[src/logic/timer_a_pkg.sv]
// timer a channel: register map, mode field layout, encodings and divider constants.
// assumes a 32-bit axi4-lite slave port with byte addresses in the low eight bits.
package timer_a_pkg;

  // ---------------------------------------------------------------
  // register map (byte addresses, one aligned word each)
  // ---------------------------------------------------------------
  localparam int          ADDR_W        = 8;
  localparam logic [7:0]  OFS_MODE      = 8'h00;
  localparam logic [7:0]  OFS_COUNT     = 8'h04;
  localparam logic [7:0]  OFS_START     = 8'h08;
  localparam logic [7:0]  OFS_ONESHOT   = 8'h0c;
  localparam logic [7:0]  OFS_TRIGSEL   = 8'h10;
  localparam logic [7:0]  OFS_UPDOWN    = 8'h14;
  localparam logic [7:0]  OFS_PRESCALE  = 8'h18;
  localparam logic [7:0]  OFS_IRQ2CTRL  = 8'h1c;
  localparam logic [7:0]  OFS_STATUS    = 8'h20;

  // ---------------------------------------------------------------
  // field positions
  // ---------------------------------------------------------------
  localparam int          START_BIT     = 0;
  localparam int          OS_START_BIT  = 0;
  localparam int          ZPH_EN_BIT    = 1;
  localparam int          UD_DIR_BIT    = 0;
  localparam int          TWO_PH_BIT    = 1;
  localparam int          PRE_LSB       = 0;
  localparam int          CSRC_LSB      = 4;
  localparam int          POL_BIT       = 0;

  // mode register, b7 down to b0
  typedef struct packed {
    logic       quad_decode_sel;
    logic       count_type_sel;
    logic       mode_bit3;
    logic       updown_source_sel;
    logic       count_polarity_sel;
    logic       unassigned_b2;
    logic [1:0] op_mode;
  } timer_a_mode_s;

  localparam logic [7:0]  MODE_RESET    = 8'h00;
  localparam logic [1:0]  OPM_EVENT     = 2'b01;
  localparam logic [1:0]  OPM_ONESHOT   = 2'b10;

  // trigger / event source select
  localparam logic [1:0]  TRIG_PIN      = 2'b00;
  localparam logic [1:0]  TRIG_OTHER_B  = 2'b01;

  // count source select
  localparam logic [1:0]  CSRC_F1       = 2'b00;
  localparam logic [1:0]  CSRC_F8       = 2'b01;
  localparam logic [1:0]  CSRC_PRESCALED = 2'b10;
  localparam logic [2:0]  DIV8_LAST     = 3'h7;

  localparam logic [15:0] CNT_MAX       = 16'hffff;
  localparam logic [15:0] CNT_ZERO      = 16'h0000;
  localparam logic [15:0] CNT_ONE       = 16'h0001;

  localparam logic [1:0]  RESP_OKAY     = 2'b00;
  localparam logic [1:0]  RESP_SLVERR   = 2'b10;

  typedef enum logic [1:0] {
    OS_IDLE = 2'b01,
    OS_RUN  = 2'b10
  } oneshot_e;

endpackage : timer_a_pkg

[src/logic/timer_a_event_oneshot.sv]
// one timer a channel: event counter (with two-phase decoding and z-phase clear) and one-shot.
// assumes a single clock, axi4-lite register access, and pin inputs asynchronous to CLOCK.
//
// Notes on behaviour
// - mode field 01 selects event counter mode
// - pin counting: polarity 0 counts falling edges, 1 rising; two-phase wants 0
// - direction from software register when select 0, from direction pin when 1
// - pin-selected direction: low pin decrements, high pin increments
// - count type 0 reloads on overflow/underflow, 1 free-runs
// - quadrature select picks normal or times-four decoding, channel 3 only
// - channel 3 two-phase free-run or times-four: z-phase clears counter
// - z-phase clear needs enable bit; software preloads counter with zero
// - z-phase is an edge on interrupt pin 2, polarity from its control bit
// - z-phase clear happens on the next count source cycle after the edge
// - overflow coinciding with z-phase clear raises the request once; the queued second one is overwritten while counting stays enabled
// - one-shot runs one period per trigger, then idles
// - one-shot decrements, at zero reloads, stops and raises the request
// - trigger while running reloads the counter and counting continues
// - period is n count source cycles; zero never runs
// - one-shot starts on trigger only while start bit is set
// - one-shot stops after reaching zero or when start bit clears
// - counter reads in one-shot mode are not meaningful
// - counter write when stopped loads reload and counter; running, reload only
// - prescaled source: undivided for field 0, divide by 2n for 1 to 15
`timescale 1ns/1ps

module timer_a_event_oneshot
  import timer_a_pkg::*;
#(
  parameter bit IS_CHAN3 = 1'b1
)(
  input  wire  logic                         CLOCK,
  input  wire  logic                         RST,
  input  wire  logic [timer_a_pkg::ADDR_W-1:0] AWADDR,
  input  wire  logic                         AWVALID,
  output logic                               AWREADY,
  input  wire  logic [31:0]                  WDATA,
  input  wire  logic [3:0]                   WSTRB,
  input  wire  logic                         WVALID,
  output logic                               WREADY,
  output logic [1:0]                         BRESP,
  output logic                               BVALID,
  input  wire  logic                         BREADY,
  input  wire  logic [timer_a_pkg::ADDR_W-1:0] ARADDR,
  input  wire  logic                         ARVALID,
  output logic                               ARREADY,
  output logic [31:0]                        RDATA,
  output logic [1:0]                         RRESP,
  output logic                               RVALID,
  input  wire  logic                         RREADY,
  input  wire  logic                         CHAN_IN_PIN,
  input  wire  logic                         CHAN_OUT_PIN,
  input  wire  logic                         EXT_IRQ2_PIN,
  input  wire  logic                         SUBCLOCK_DIV32,
  input  wire  logic                         OTHER_B_OVF,
  input  wire  logic                         OTHER_A_OVF,
  output logic                               IRQ_REQ,
  output logic                               TIMER_OUT
);
  import timer_a_pkg::*;

  // ---------------------------------------------------------------
  // state
  // ---------------------------------------------------------------
  typedef struct packed {
    logic                awready;
    logic                wready;
    logic                bvalid;
    logic [1:0]          bresp;
    logic                aw_got;
    logic                w_got;
    logic [ADDR_W-1:0]   awaddr;
    logic [31:0]         wdata;
    logic [3:0]          wstrb;
    logic                arready;
    logic                rvalid;
    logic [1:0]          rresp;
    logic [31:0]         rdata;
    timer_a_mode_s       mode;
    logic [15:0]         reload;
    logic [15:0]         count;
    logic                chan_start_bit;
    logic                zphase_enable;
    logic [1:0]          trig_sel;
    logic                updown_dir;
    logic                two_phase_enable;
    logic [3:0]          prescale_field;
    logic [1:0]          csrc_sel;
    logic                edge_polarity_bit;
    oneshot_e            os_state;
    logic [1:0]          in_sync;
    logic [1:0]          dir_sync;
    logic [1:0]          z_sync;
    logic [1:0]          sub_sync;
    logic                in_d;
    logic                dir_d;
    logic                z_d;
    logic                sub_d;
    logic [2:0]          div8;
    logic [4:0]          div2n;
    logic                z_pending;
    logic                irq_again;
    logic                irq;
    logic                tout;
  } state_s;

  state_s s_r;
  state_s s_nxt;

  // byte-lane merge for the low half word
  function automatic logic [15:0] merge16(input logic [15:0] old,
                                          input logic [31:0] d,
                                          input logic [3:0]  st);
    logic [15:0] r;
    r = old;
    if (st[0])
      r[7:0] = d[7:0];
    if (st[1])
      r[15:8] = d[15:8];
    return r;
  endfunction : merge16

  function automatic logic known_addr(input logic [ADDR_W-1:0] a);
    case (a)
      OFS_MODE, OFS_COUNT, OFS_START, OFS_ONESHOT, OFS_TRIGSEL,
      OFS_UPDOWN, OFS_PRESCALE, OFS_IRQ2CTRL, OFS_STATUS: return 1'b1;
      default: return 1'b0;
    endcase
  endfunction : known_addr

  // ---------------------------------------------------------------
  // next state
  // ---------------------------------------------------------------
  always_comb
  begin
    logic        a, a_p, b, b_p;
    logic        pin_edge, src_evt, two_phase, quad4, step, up;
    logic        cs_tick, div2n_last, evt_active, running, os_trig;
    logic        ovf, z_edge, zp_allow, z_clear;
    logic [15:0] wr16;
    a = 1'b0; a_p = 1'b0; b = 1'b0; b_p = 1'b0;
    pin_edge = 1'b0; src_evt = 1'b0; two_phase = 1'b0; quad4 = 1'b0;
    step = 1'b0; up = 1'b0; cs_tick = 1'b0; div2n_last = 1'b0;
    evt_active = 1'b0; running = 1'b0; os_trig = 1'b0;
    ovf = 1'b0; z_edge = 1'b0; zp_allow = 1'b0; z_clear = 1'b0;
    wr16 = CNT_ZERO;
    s_nxt = s_r;
    s_nxt.irq = s_r.irq_again;
    s_nxt.irq_again = 1'b0;

    // two-flop synchronisers; only the second stage is looked at
    s_nxt.in_sync  = {s_r.in_sync[0], CHAN_IN_PIN};
    s_nxt.dir_sync = {s_r.dir_sync[0], CHAN_OUT_PIN};
    s_nxt.z_sync   = {s_r.z_sync[0], EXT_IRQ2_PIN};
    s_nxt.sub_sync = {s_r.sub_sync[0], SUBCLOCK_DIV32};
    s_nxt.in_d  = s_r.in_sync[1];
    s_nxt.dir_d = s_r.dir_sync[1];
    s_nxt.z_d   = s_r.z_sync[1];
    s_nxt.sub_d = s_r.sub_sync[1];
    a   = s_r.in_sync[1];
    a_p = s_r.in_d;
    b   = s_r.dir_sync[1];
    b_p = s_r.dir_d;

    // ---------------------------------------------------------------
    // count source
    // ---------------------------------------------------------------
    s_nxt.div8 = s_r.div8 + 3'h1;
    div2n_last = (s_r.div2n >= ({s_r.prescale_field, 1'b0} - 5'h01)) ||
                 (s_r.prescale_field == 4'h0);
    s_nxt.div2n = div2n_last ? 5'h00 : s_r.div2n + 5'h01;
    case (s_r.csrc_sel)
      CSRC_F1:  cs_tick = 1'b1;
      CSRC_F8:  cs_tick = (s_r.div8 == DIV8_LAST);
      CSRC_PRESCALED: cs_tick = div2n_last;
      default:  cs_tick = s_r.sub_sync[1] && !s_r.sub_d;
    endcase

    // ---------------------------------------------------------------
    // register writes
    // ---------------------------------------------------------------
    if (AWVALID && s_r.awready)
    begin
      s_nxt.aw_got = 1'b1;
      s_nxt.awaddr = AWADDR;
    end
    if (WVALID && s_r.wready)
    begin
      s_nxt.w_got = 1'b1;
      s_nxt.wdata = WDATA;
      s_nxt.wstrb = WSTRB;
    end
    running = (s_r.mode.op_mode == OPM_EVENT && s_r.chan_start_bit) ||
              (s_r.mode.op_mode == OPM_ONESHOT && s_r.os_state == OS_RUN);
    if (s_r.aw_got && s_r.w_got && !s_r.bvalid)
    begin
      s_nxt.aw_got = 1'b0;
      s_nxt.w_got  = 1'b0;
      s_nxt.bvalid = 1'b1;
      s_nxt.bresp  = known_addr(s_r.awaddr) ? RESP_OKAY : RESP_SLVERR;
      if (s_r.wstrb[0])
      begin
        case (s_r.awaddr)
          OFS_MODE:     s_nxt.mode = timer_a_mode_s'(s_r.wdata[7:0]);
          OFS_START:    s_nxt.chan_start_bit = s_r.wdata[START_BIT];
          OFS_ONESHOT:
          begin
            os_trig = s_r.wdata[OS_START_BIT];
            s_nxt.zphase_enable = s_r.wdata[ZPH_EN_BIT];
          end
          OFS_TRIGSEL:  s_nxt.trig_sel = s_r.wdata[1:0];
          OFS_UPDOWN:
          begin
            s_nxt.updown_dir = s_r.wdata[UD_DIR_BIT];
            s_nxt.two_phase_enable = s_r.wdata[TWO_PH_BIT];
          end
          OFS_PRESCALE:
          begin
            s_nxt.prescale_field = s_r.wdata[PRE_LSB +: 4];
            s_nxt.csrc_sel = s_r.wdata[CSRC_LSB +: 2];
          end
          OFS_IRQ2CTRL: s_nxt.edge_polarity_bit = s_r.wdata[POL_BIT];
          default: ;
        endcase
      end
      if (s_r.awaddr == OFS_COUNT)
      begin
        wr16 = merge16(s_r.reload, s_r.wdata, s_r.wstrb);
        s_nxt.reload = wr16;
        if (!running)
          s_nxt.count = wr16;
      end
    end
    if (s_r.bvalid && BREADY)
      s_nxt.bvalid = 1'b0;
    s_nxt.awready = !s_nxt.aw_got && !s_nxt.bvalid;
    s_nxt.wready  = !s_nxt.w_got && !s_nxt.bvalid;

    // ---------------------------------------------------------------
    // register reads
    // ---------------------------------------------------------------
    if (s_r.rvalid && RREADY)
      s_nxt.rvalid = 1'b0;
    if (ARVALID && s_r.arready)
    begin
      s_nxt.rvalid = 1'b1;
      s_nxt.rresp  = known_addr(ARADDR) ? RESP_OKAY : RESP_SLVERR;
      s_nxt.rdata  = 32'h0000_0000;
      case (ARADDR)
        OFS_MODE:     s_nxt.rdata[7:0] = s_r.mode;
        OFS_COUNT:    s_nxt.rdata[15:0] = s_r.count;   // meaningless in one-shot
        OFS_START:    s_nxt.rdata[START_BIT] = s_r.chan_start_bit;
        OFS_ONESHOT:  s_nxt.rdata[ZPH_EN_BIT] = s_r.zphase_enable;
        OFS_TRIGSEL:  s_nxt.rdata[1:0] = s_r.trig_sel;
        OFS_UPDOWN:
        begin
          s_nxt.rdata[UD_DIR_BIT] = s_r.updown_dir;
          s_nxt.rdata[TWO_PH_BIT] = s_r.two_phase_enable;
        end
        OFS_PRESCALE:
        begin
          s_nxt.rdata[PRE_LSB +: 4] = s_r.prescale_field;
          s_nxt.rdata[CSRC_LSB +: 2] = s_r.csrc_sel;
        end
        OFS_IRQ2CTRL: s_nxt.rdata[POL_BIT] = s_r.edge_polarity_bit;
        OFS_STATUS:   s_nxt.rdata[2:0] = {b, s_r.z_pending, s_r.os_state == OS_RUN};
        default: ;
      endcase
    end
    s_nxt.arready = !s_nxt.rvalid;

    // ---------------------------------------------------------------
    // event sources and direction
    // ---------------------------------------------------------------
    pin_edge = s_r.mode.count_polarity_sel ? (a && !a_p) : (!a && a_p);
    case (s_r.trig_sel)
      TRIG_PIN:     src_evt = pin_edge;
      TRIG_OTHER_B: src_evt = OTHER_B_OVF;
      default:      src_evt = OTHER_A_OVF;
    endcase
    // two-phase only counts the pins; software keeps trig_sel at 00
    two_phase = s_r.two_phase_enable && (s_r.trig_sel == TRIG_PIN);
    quad4 = two_phase && IS_CHAN3 && s_r.mode.quad_decode_sel;
    if (quad4)
    begin
      // exactly one of the two phases moved; a glitch on both is dropped
      step = (a ^ a_p) ^ (b ^ b_p);
      up   = a_p ^ b;
    end
    else if (two_phase)
    begin
      step = b && (a ^ a_p);
      up   = a;
    end
    else
    begin
      step = src_evt;
      up   = s_r.mode.updown_source_sel ? b : s_r.updown_dir;
    end

    // ---------------------------------------------------------------
    // event counter mode
    // ---------------------------------------------------------------
    evt_active = (s_r.mode.op_mode == OPM_EVENT) && s_r.chan_start_bit;
    if (evt_active && step)
    begin
      if (up)
      begin
        ovf = (s_r.count == CNT_MAX);
        s_nxt.count = ovf && !s_r.mode.count_type_sel ? s_r.reload
                                                       : s_r.count + CNT_ONE;
      end
      else
      begin
        ovf = (s_r.count == CNT_ZERO);
        s_nxt.count = ovf && !s_r.mode.count_type_sel ? s_r.reload
                                                       : s_r.count - CNT_ONE;
      end
    end

    // z-phase: edge is caught now, the clear waits for the next count source tick
    z_edge = s_r.edge_polarity_bit ? (s_r.z_sync[1] && !s_r.z_d)
                                   : (!s_r.z_sync[1] && s_r.z_d);
    zp_allow = IS_CHAN3 && evt_active && two_phase && s_r.zphase_enable &&
               (s_r.mode.count_type_sel || s_r.mode.quad_decode_sel);
    if (!zp_allow)
      s_nxt.z_pending = 1'b0;
    else
    begin
      z_clear = s_r.z_pending && cs_tick;
      if (z_clear)
      begin
        s_nxt.count = CNT_ZERO;
        s_nxt.z_pending = 1'b0;
      end
      if (z_edge)
        s_nxt.z_pending = 1'b1;
    end
    if (evt_active)
    begin
      s_nxt.irq = ovf || z_clear;
      s_nxt.irq_again = ovf && z_clear;   // second request for the coincidence
    end

    // ---------------------------------------------------------------
    // one-shot mode
    // ---------------------------------------------------------------
    os_trig = os_trig || src_evt;
    if (s_r.mode.op_mode != OPM_ONESHOT || !s_r.chan_start_bit)
      s_nxt.os_state = OS_IDLE;
    else if (os_trig && s_nxt.reload != CNT_ZERO)
    begin
      s_nxt.count = s_nxt.reload;
      s_nxt.os_state = OS_RUN;
    end
    else
    begin
      case (s_r.os_state)
        OS_IDLE: ;
        OS_RUN:
          if (cs_tick)
          begin
            if (s_r.count <= CNT_ONE)
            begin
              s_nxt.count = s_nxt.reload;
              s_nxt.os_state = OS_IDLE;
              s_nxt.irq = 1'b1;
            end
            else
              s_nxt.count = s_r.count - CNT_ONE;
          end
        default: s_nxt.os_state = OS_IDLE;
      endcase
    end
    s_nxt.tout = (s_nxt.os_state == OS_RUN);
  end

  // ---------------------------------------------------------------
  // registers
  // ---------------------------------------------------------------
  always_ff @(posedge CLOCK or posedge RST)
  begin
    if (RST)
    begin
      s_r <= '0;
      s_r.mode <= timer_a_mode_s'(MODE_RESET);
      s_r.os_state <= OS_IDLE;
    end
    else
      s_r <= s_nxt;
  end

  assign AWREADY   = s_r.awready;
  assign WREADY    = s_r.wready;
  assign BVALID    = s_r.bvalid;
  assign BRESP     = s_r.bresp;
  assign ARREADY   = s_r.arready;
  assign RVALID    = s_r.rvalid;
  assign RRESP     = s_r.rresp;
  assign RDATA     = s_r.rdata;
  assign IRQ_REQ   = s_r.irq;
  assign TIMER_OUT = s_r.tout;

endmodule : timer_a_event_oneshot

[config.mk]
export PLATFORM = sky130hd
export DESIGN_NAME = timer_a_event_oneshot
export DESIGN_NICKNAME = d
export VERILOG_FILES = /design/src/logic/timer_a_pkg.sv /design/src/logic/timer_a_event_oneshot.sv
export SDC_FILE = /design/constraint.sdc
export NUM_CORES = 1
export LEC_CHECK = 0
export BUFFER_PORTS_ARGS = -buffer_cell sky130_fd_sc_hd__buf_4
export CORE_UTILIZATION = 49
export DETAILED_ROUTE_END_ITERATION = 12
export PLACE_DENSITY = 0.73
export REMOVE_ABC_BUFFERS = 1
export SYNTH_ARGS = -nofsm -noshare
export SYNTH_HDL_FRONTEND = slang
export SYNTH_SLANG_ARGS = --single-unit
[constraint.sdc]
create_clock -name CLOCK -period 4.7 [get_ports CLOCK]
set_clock_uncertainty 0.15 [all_clocks]
set_input_delay 0 -clock CLOCK [delete_from_list [all_inputs] [get_ports CLOCK]]
set_output_delay 0 -clock CLOCK [all_outputs]
set_load 0.01 [all_outputs]
# After elaboration in Yosys (flattened, before gate mapping)
# Cells that the tools add are included.
word_totals:
  register_bits: 132
  latchBits: 0
  ramBits: 0
  rom_bits: 0
  mem_count: 0
classes:
  add_sub_neg: 5
  mul: 0
  div: 0
  n_lt_le_gt_ge: 2
  n_eq_ne: 28
  shift: 0
  mux: 71
  n_bitwise: 4
  n_reduce_logical: 62
op_table:
  columns: ["operator", "n"]
  rows:
  - ["16-bit 2-to-1 mux", 12]
  - ["8-bit by 5-bit == test with 1-bit output (second input constant)", 8]
  - ["45-bit 2-to-1 mux", 1]
  - ["35-bit 2-to-1 mux", 1]
  - ["8-bit by 4-bit == test with 1-bit output (second input constant)", 4]
  - ["1-bit 2-to-1 mux", 32]
  - ["32-bit 2-to-1 mux", 1]
  - ["1-bit logical AND", 28]
  - ["8-bit 2-to-1 mux", 3]
  - ["3-bit AND reduction", 7]
  - ["2-bit 2-to-1 mux", 9]
  - ["9-bit OR reduction", 2]
  - ["16-bit by 1-bit adder with 16-bit output (second input constant)", 1]
  - ["16-bit == test (second input constant)", 1]
  - ["8-bit by 3-bit == test with 1-bit output (second input constant)", 2]
  - ["8-bit by 6-bit == test with 1-bit output (second input constant)", 2]
  - ["16-bit by 1-bit less-or-equal comparator with 1-bit output (second input constant)", 1]
  - ["16-bit zero test", 1]
  - ["8-bit zero test", 2]
  - ["16-bit nonzero test", 1]
  - ["16-bit by 1-bit subtractor with 16-bit output (second input constant)", 1]
  - ["13-bit 2-to-1 mux", 1]
  - ["1-bit zero test", 12]
  - ["5-bit 2-to-1 mux", 2]
  - ["21 further kinds", 37]

# Longest topological paths before layout
depth:
  depth_word: 15
  mapped_depth: 12
  ltp_nobuf: 11

# Worst setup path after synthesis
# OpenSTA, ideal clock, no wires.
synth_path:
  kind: "flip-flop to flip-flop"
  from: "register s_r[29] (netlist name)"
  to: "register s_r, in the netlist TIMER_OUT"
  t_arrival_ns: 2.626
  t_required_ns: 4.472
  slack_ns: 1.846
  stages_incl_launch_ff: 12
  n_path_buf: 0
  path_cell_list: "dfrtp_1 inv_1 ha_1 xnor2_1 ha_1 a21o_1 a2bb2oi_1 a31oi_1 and2_1 o21ai_0 or4b_2 a21oi_1"
synth_lines:
  columns: ["element", "line", "source"]
  rows:
  - ["from (decl)", "timer_a_event_oneshot.sv:107", "state_s s_r;"]
  - ["from (signal assigned)", "timer_a_event_oneshot.sv:390", "s_r <= s_nxt;"]

==> impl_metrics.py <==
metrics = {
    "placement": {
        "io_buffers": 71,
        "place_congestion": 0.931,
        "dp.final_hpwl_mm": 14.2,
        "placed_area_um2": 8190,
        "place_ws_ns": 1.40,
    },
    "clock_network": {
        "cts_root_buf": "clkbuf_16",
        "cts_made_buffers": 17,
        "cts_buffer_depth": 2,
        "cts_num_sinks": 130,
        "h-tree-depth": 4,
        "cts_tree": "done",
        "worstSkewPairLatency_ns": 0.44,
        "path_clk_slew_ns": 0.06,
        "cts_resized": 0,
    },
    "floorplan": {
        "die_area_um2": 16400,
        "start_util_pct": 50.6,
        "ios": 108,
        "die_w_um": 128,
        "rows": 45,
        "coreArea_um2": 15400,
        "fp.dieH_um": 128,
    },
    "detailed_routing": {
        "wl_per_cell_um": 18.7,
        "firstDrtPassIters": 6,
        "first_iter_violations": 595,
        "routed_via_density": 5.88,
        "drc": 0,
        "ant_nets": 0,
        "num_vias": 6402,
        "wl_mm": 20.3,
    },
    "yosys": {
        "syn_area_um2": 7770,
        "async_flop_share_pct": 100,
        "synth-simple-area-share_pct": 16.8,
        "synth-edff-count": 0,
        "ys_warn_count": 0,
        "synth_fa_ha_area_share_pct": 2.57,
        "synth-xor-area-share_pct": 3.27,
        "synth-seq-cells": 130,
        "ys_types": 83,
        "synth_compound_area_share_pct": 15.7,
        "synth.avg_cell_area_um2": 9.88,
        "ys_seq_area_share_pct": 41.9,
        "synthCells": 787,
        "synthMuxAreaShare_pct": 12.3,
        "ys.flop_type": "dfrtp_1",
        "synth_top_family_by_area": "simple AND/OR/NAND/NOR gates",
    },
    "worst_setup_path": {
        "path_cells": "inv_1, ha_1, xnor2_1, ha_1, nand3_1, a2bb2oi_1, a31o_2, nor3_1, nand2_2, o32ai_2, a21oi_2",
        "worst-path-buf-inv": 1,
        "crit_family": "simple AND/OR/NAND/NOR gates",
        "path_common_cell": "ha_1",
        "cp_slowest_cell": "nor3_1",
        "crit_type": "flip-flop to flip-flop",
        "cp-start-kind": "flip-flop",
        "endpoint_kind": "flip-flop",
        "cp.arrival_ns": 3.51,
        "max_stage_delay_ns": 0.60,
        "cp_max_fo": 13,
        "required_ns": 4.84,
        "reg2reg_depth": 11,
        "cp.depth": 11,
    },
    "pwr": {
        "p_leak_uw": 0.00414,
        "power_density_nw_per_um2": 458,
        "irDropWorstVdd_v": 0.000386,
        "power_uw": 4250,
        "pwr-share-clk_pct": 33.0,
        "p_int_uw": 2800,
        "sequentialPowerShare_pct": 41.8,
        "p_sw_share_pct": 34.1,
        "netSwitchingPower_uw": 1450,
        "comb_power_share_pct": 25.2,
    },
    "sta": {
        "final.setup.worst_slack_ns": 1.33,
        "finalSetupViolCount": 0,
        "tightest_slew_ns": 1.04,
        "period_minus_slack_ns": 3.37,
        "fmax_mhz": 297,
        "fin_setup_tns_ns": 0,
        "rsz0062_at_grt": "no",
        "hold_violations": 0,
        "relSlewSlack_pct": 30.3,
        "maxSlewViolCount": 0,
        "min_period_over_period_pct": 71.7,
    },
    "final_layout": {
        "fin_area_um2": 9270,
        "fin_nets": 946,
        "fillers": 1321,
        "layout-drive-gt1-share_pct": 22.4,
        "mostFrequentLayoutCells": "129 x dfrtp_1, 75 x buf_4, 65 x nand2_1",
        "n_antenna_cell": 0,
        "final_common_cell": "dfrtp_1",
        "syn2layout_area_growth_pct": 19.2,
        "utilization_pct": 60.3,
    },
    "global_routing": {
        "grt_usage_pct": 26.1,
        "grt_pass1_vias": 6050,
        "grt_start_max_net_pins": 60,
        "antenna_found_initial": 0,
        "grt.overflow.total": 0,
        "grt_pass1_wl_mm": 32.2,
    },
    "job": {
        "drv_cap": 0,
    },
    "min_path": {
        "hold_class": "input port to flip-flop",
        "hold-path-cell-count": 2,
    },
    "status": {
        "status": "finished, final reports clean",
    },
}
## Yosys cell counts (11+ instances only)
master | n | area share (%)
a21oi_1 | 34 | 2.2
buf_2 | 18 | 1.2
buf_4 | 40 | 3.9
clkbuf_1 | 16 | 0.77
dfrtp_1 | 129 | 42
ha_1 | 16 | 2.6
inv_1 | 24 | 1.2
mux2_2 | 63 | 9.1
mux2i_1 | 25 | 3.2
nand2_1 | 65 | 3.1
nand3_1 | 26 | 1.7
nor2_1 | 41 | 2.0
nor3_1 | 24 | 1.5
nor4_1 | 11 | 0.89
o21ai_0 | 49 | 3.2
xnor2_1 | 15 | 1.7
xor2_1 | 14 | 1.6
## per-layer routing
layer	vias up	track usage, %	wire length, µm
met2	309	39.5	9140
met3	41	7.51	1660
met4	0	10.4	513
met1	3073	35.1	9030
li1	2979	-	-
met5	-	0	0
## logic make-up (layout without fill, tap and decap cells)
group / after synthesis / after routing
other cells: 1 / 18
fa+ha+maj: 16 / 16
compound gates: 178 / 178
mux: 88 / 88
xor+xnor: 29 / 29
flops: 130 / 130
buf+inv: 102 / 176
simple gates: 243 / 243
## power groups by stage
stage	Sequential [µW]	Combinational [µW]	Clock, µW
finish	1770	1070	1400
global route	1810	1170	1470
CTS	1760	1060	1420
detailed placement	1770	1010	0
global placement	1760	993	0
floorplan	1630	777	0
## final cells by class
class	count	area, µm²	area share [%]
clock buffers	20	447	4.82
flip-flops and latches	130	3250	35.1
multi-input cells	572	4010	43.3
inverters	24	92.6	0.999
well taps	211	264	2.85
repair buffers	120	1010	10.9
clock inverters	12	180	1.94
## final timing paths
kind,from,end,slack (ns)
max in group asynchronous,RST,s_r[3],2.83
min in group asynchronous,RST,s_r[35],0.54
setup reg to reg,s_r[29],s_r[42],1.33
hold reg to reg,s_nxt[19],s_nxt[13],0.20
hold / removal,EXT_IRQ2_PIN,s_nxt[19],0.06
setup / recovery,s_r[29],s_r[42],1.33
## stage by stage
stage | hold slack, ns | instances
global route | 0.0548 | 1089
floorplan | -0.119 | 726
CTS | 0.0491 | 1089
finish | 0.0616 | 1089
detailed placement | -0.158 | 1012
global placement | -0.155 | 1012
## sequential cells by signal, summed over array words and instances (netlist names)
name / cells
s_nxt: 8
ARREADY: 1
RVALID: 1
RDATA: 16
IRQ_REQ: 1
RRESP: 1
s_r: 97
AWREADY: 1
BVALID: 1
BRESP: 1
WREADY: 1
TIMER_OUT: 1
## what timing repair did
item                                   4_1_cts  5_1_grt
buffers inserted                             0        0
hold buffers                                45        0
endpoints found under the hold margin      166        0
## worst reg2reg max path, stage by stage, from the launching register on
cell,delay [ns]
dfrtp_1,0.46
inv_1,0.08
ha_1,0.22
xnor2_1,0.13
ha_1,0.30
nand3_1,0.07
a2bb2oi_1,0.18
a31o_2,0.25
nor3_1,0.60
nand2_2,0.39
o32ai_2,0.35
a21oi_2,0.05
Note: power is estimated with default switching activity, not from simulation.
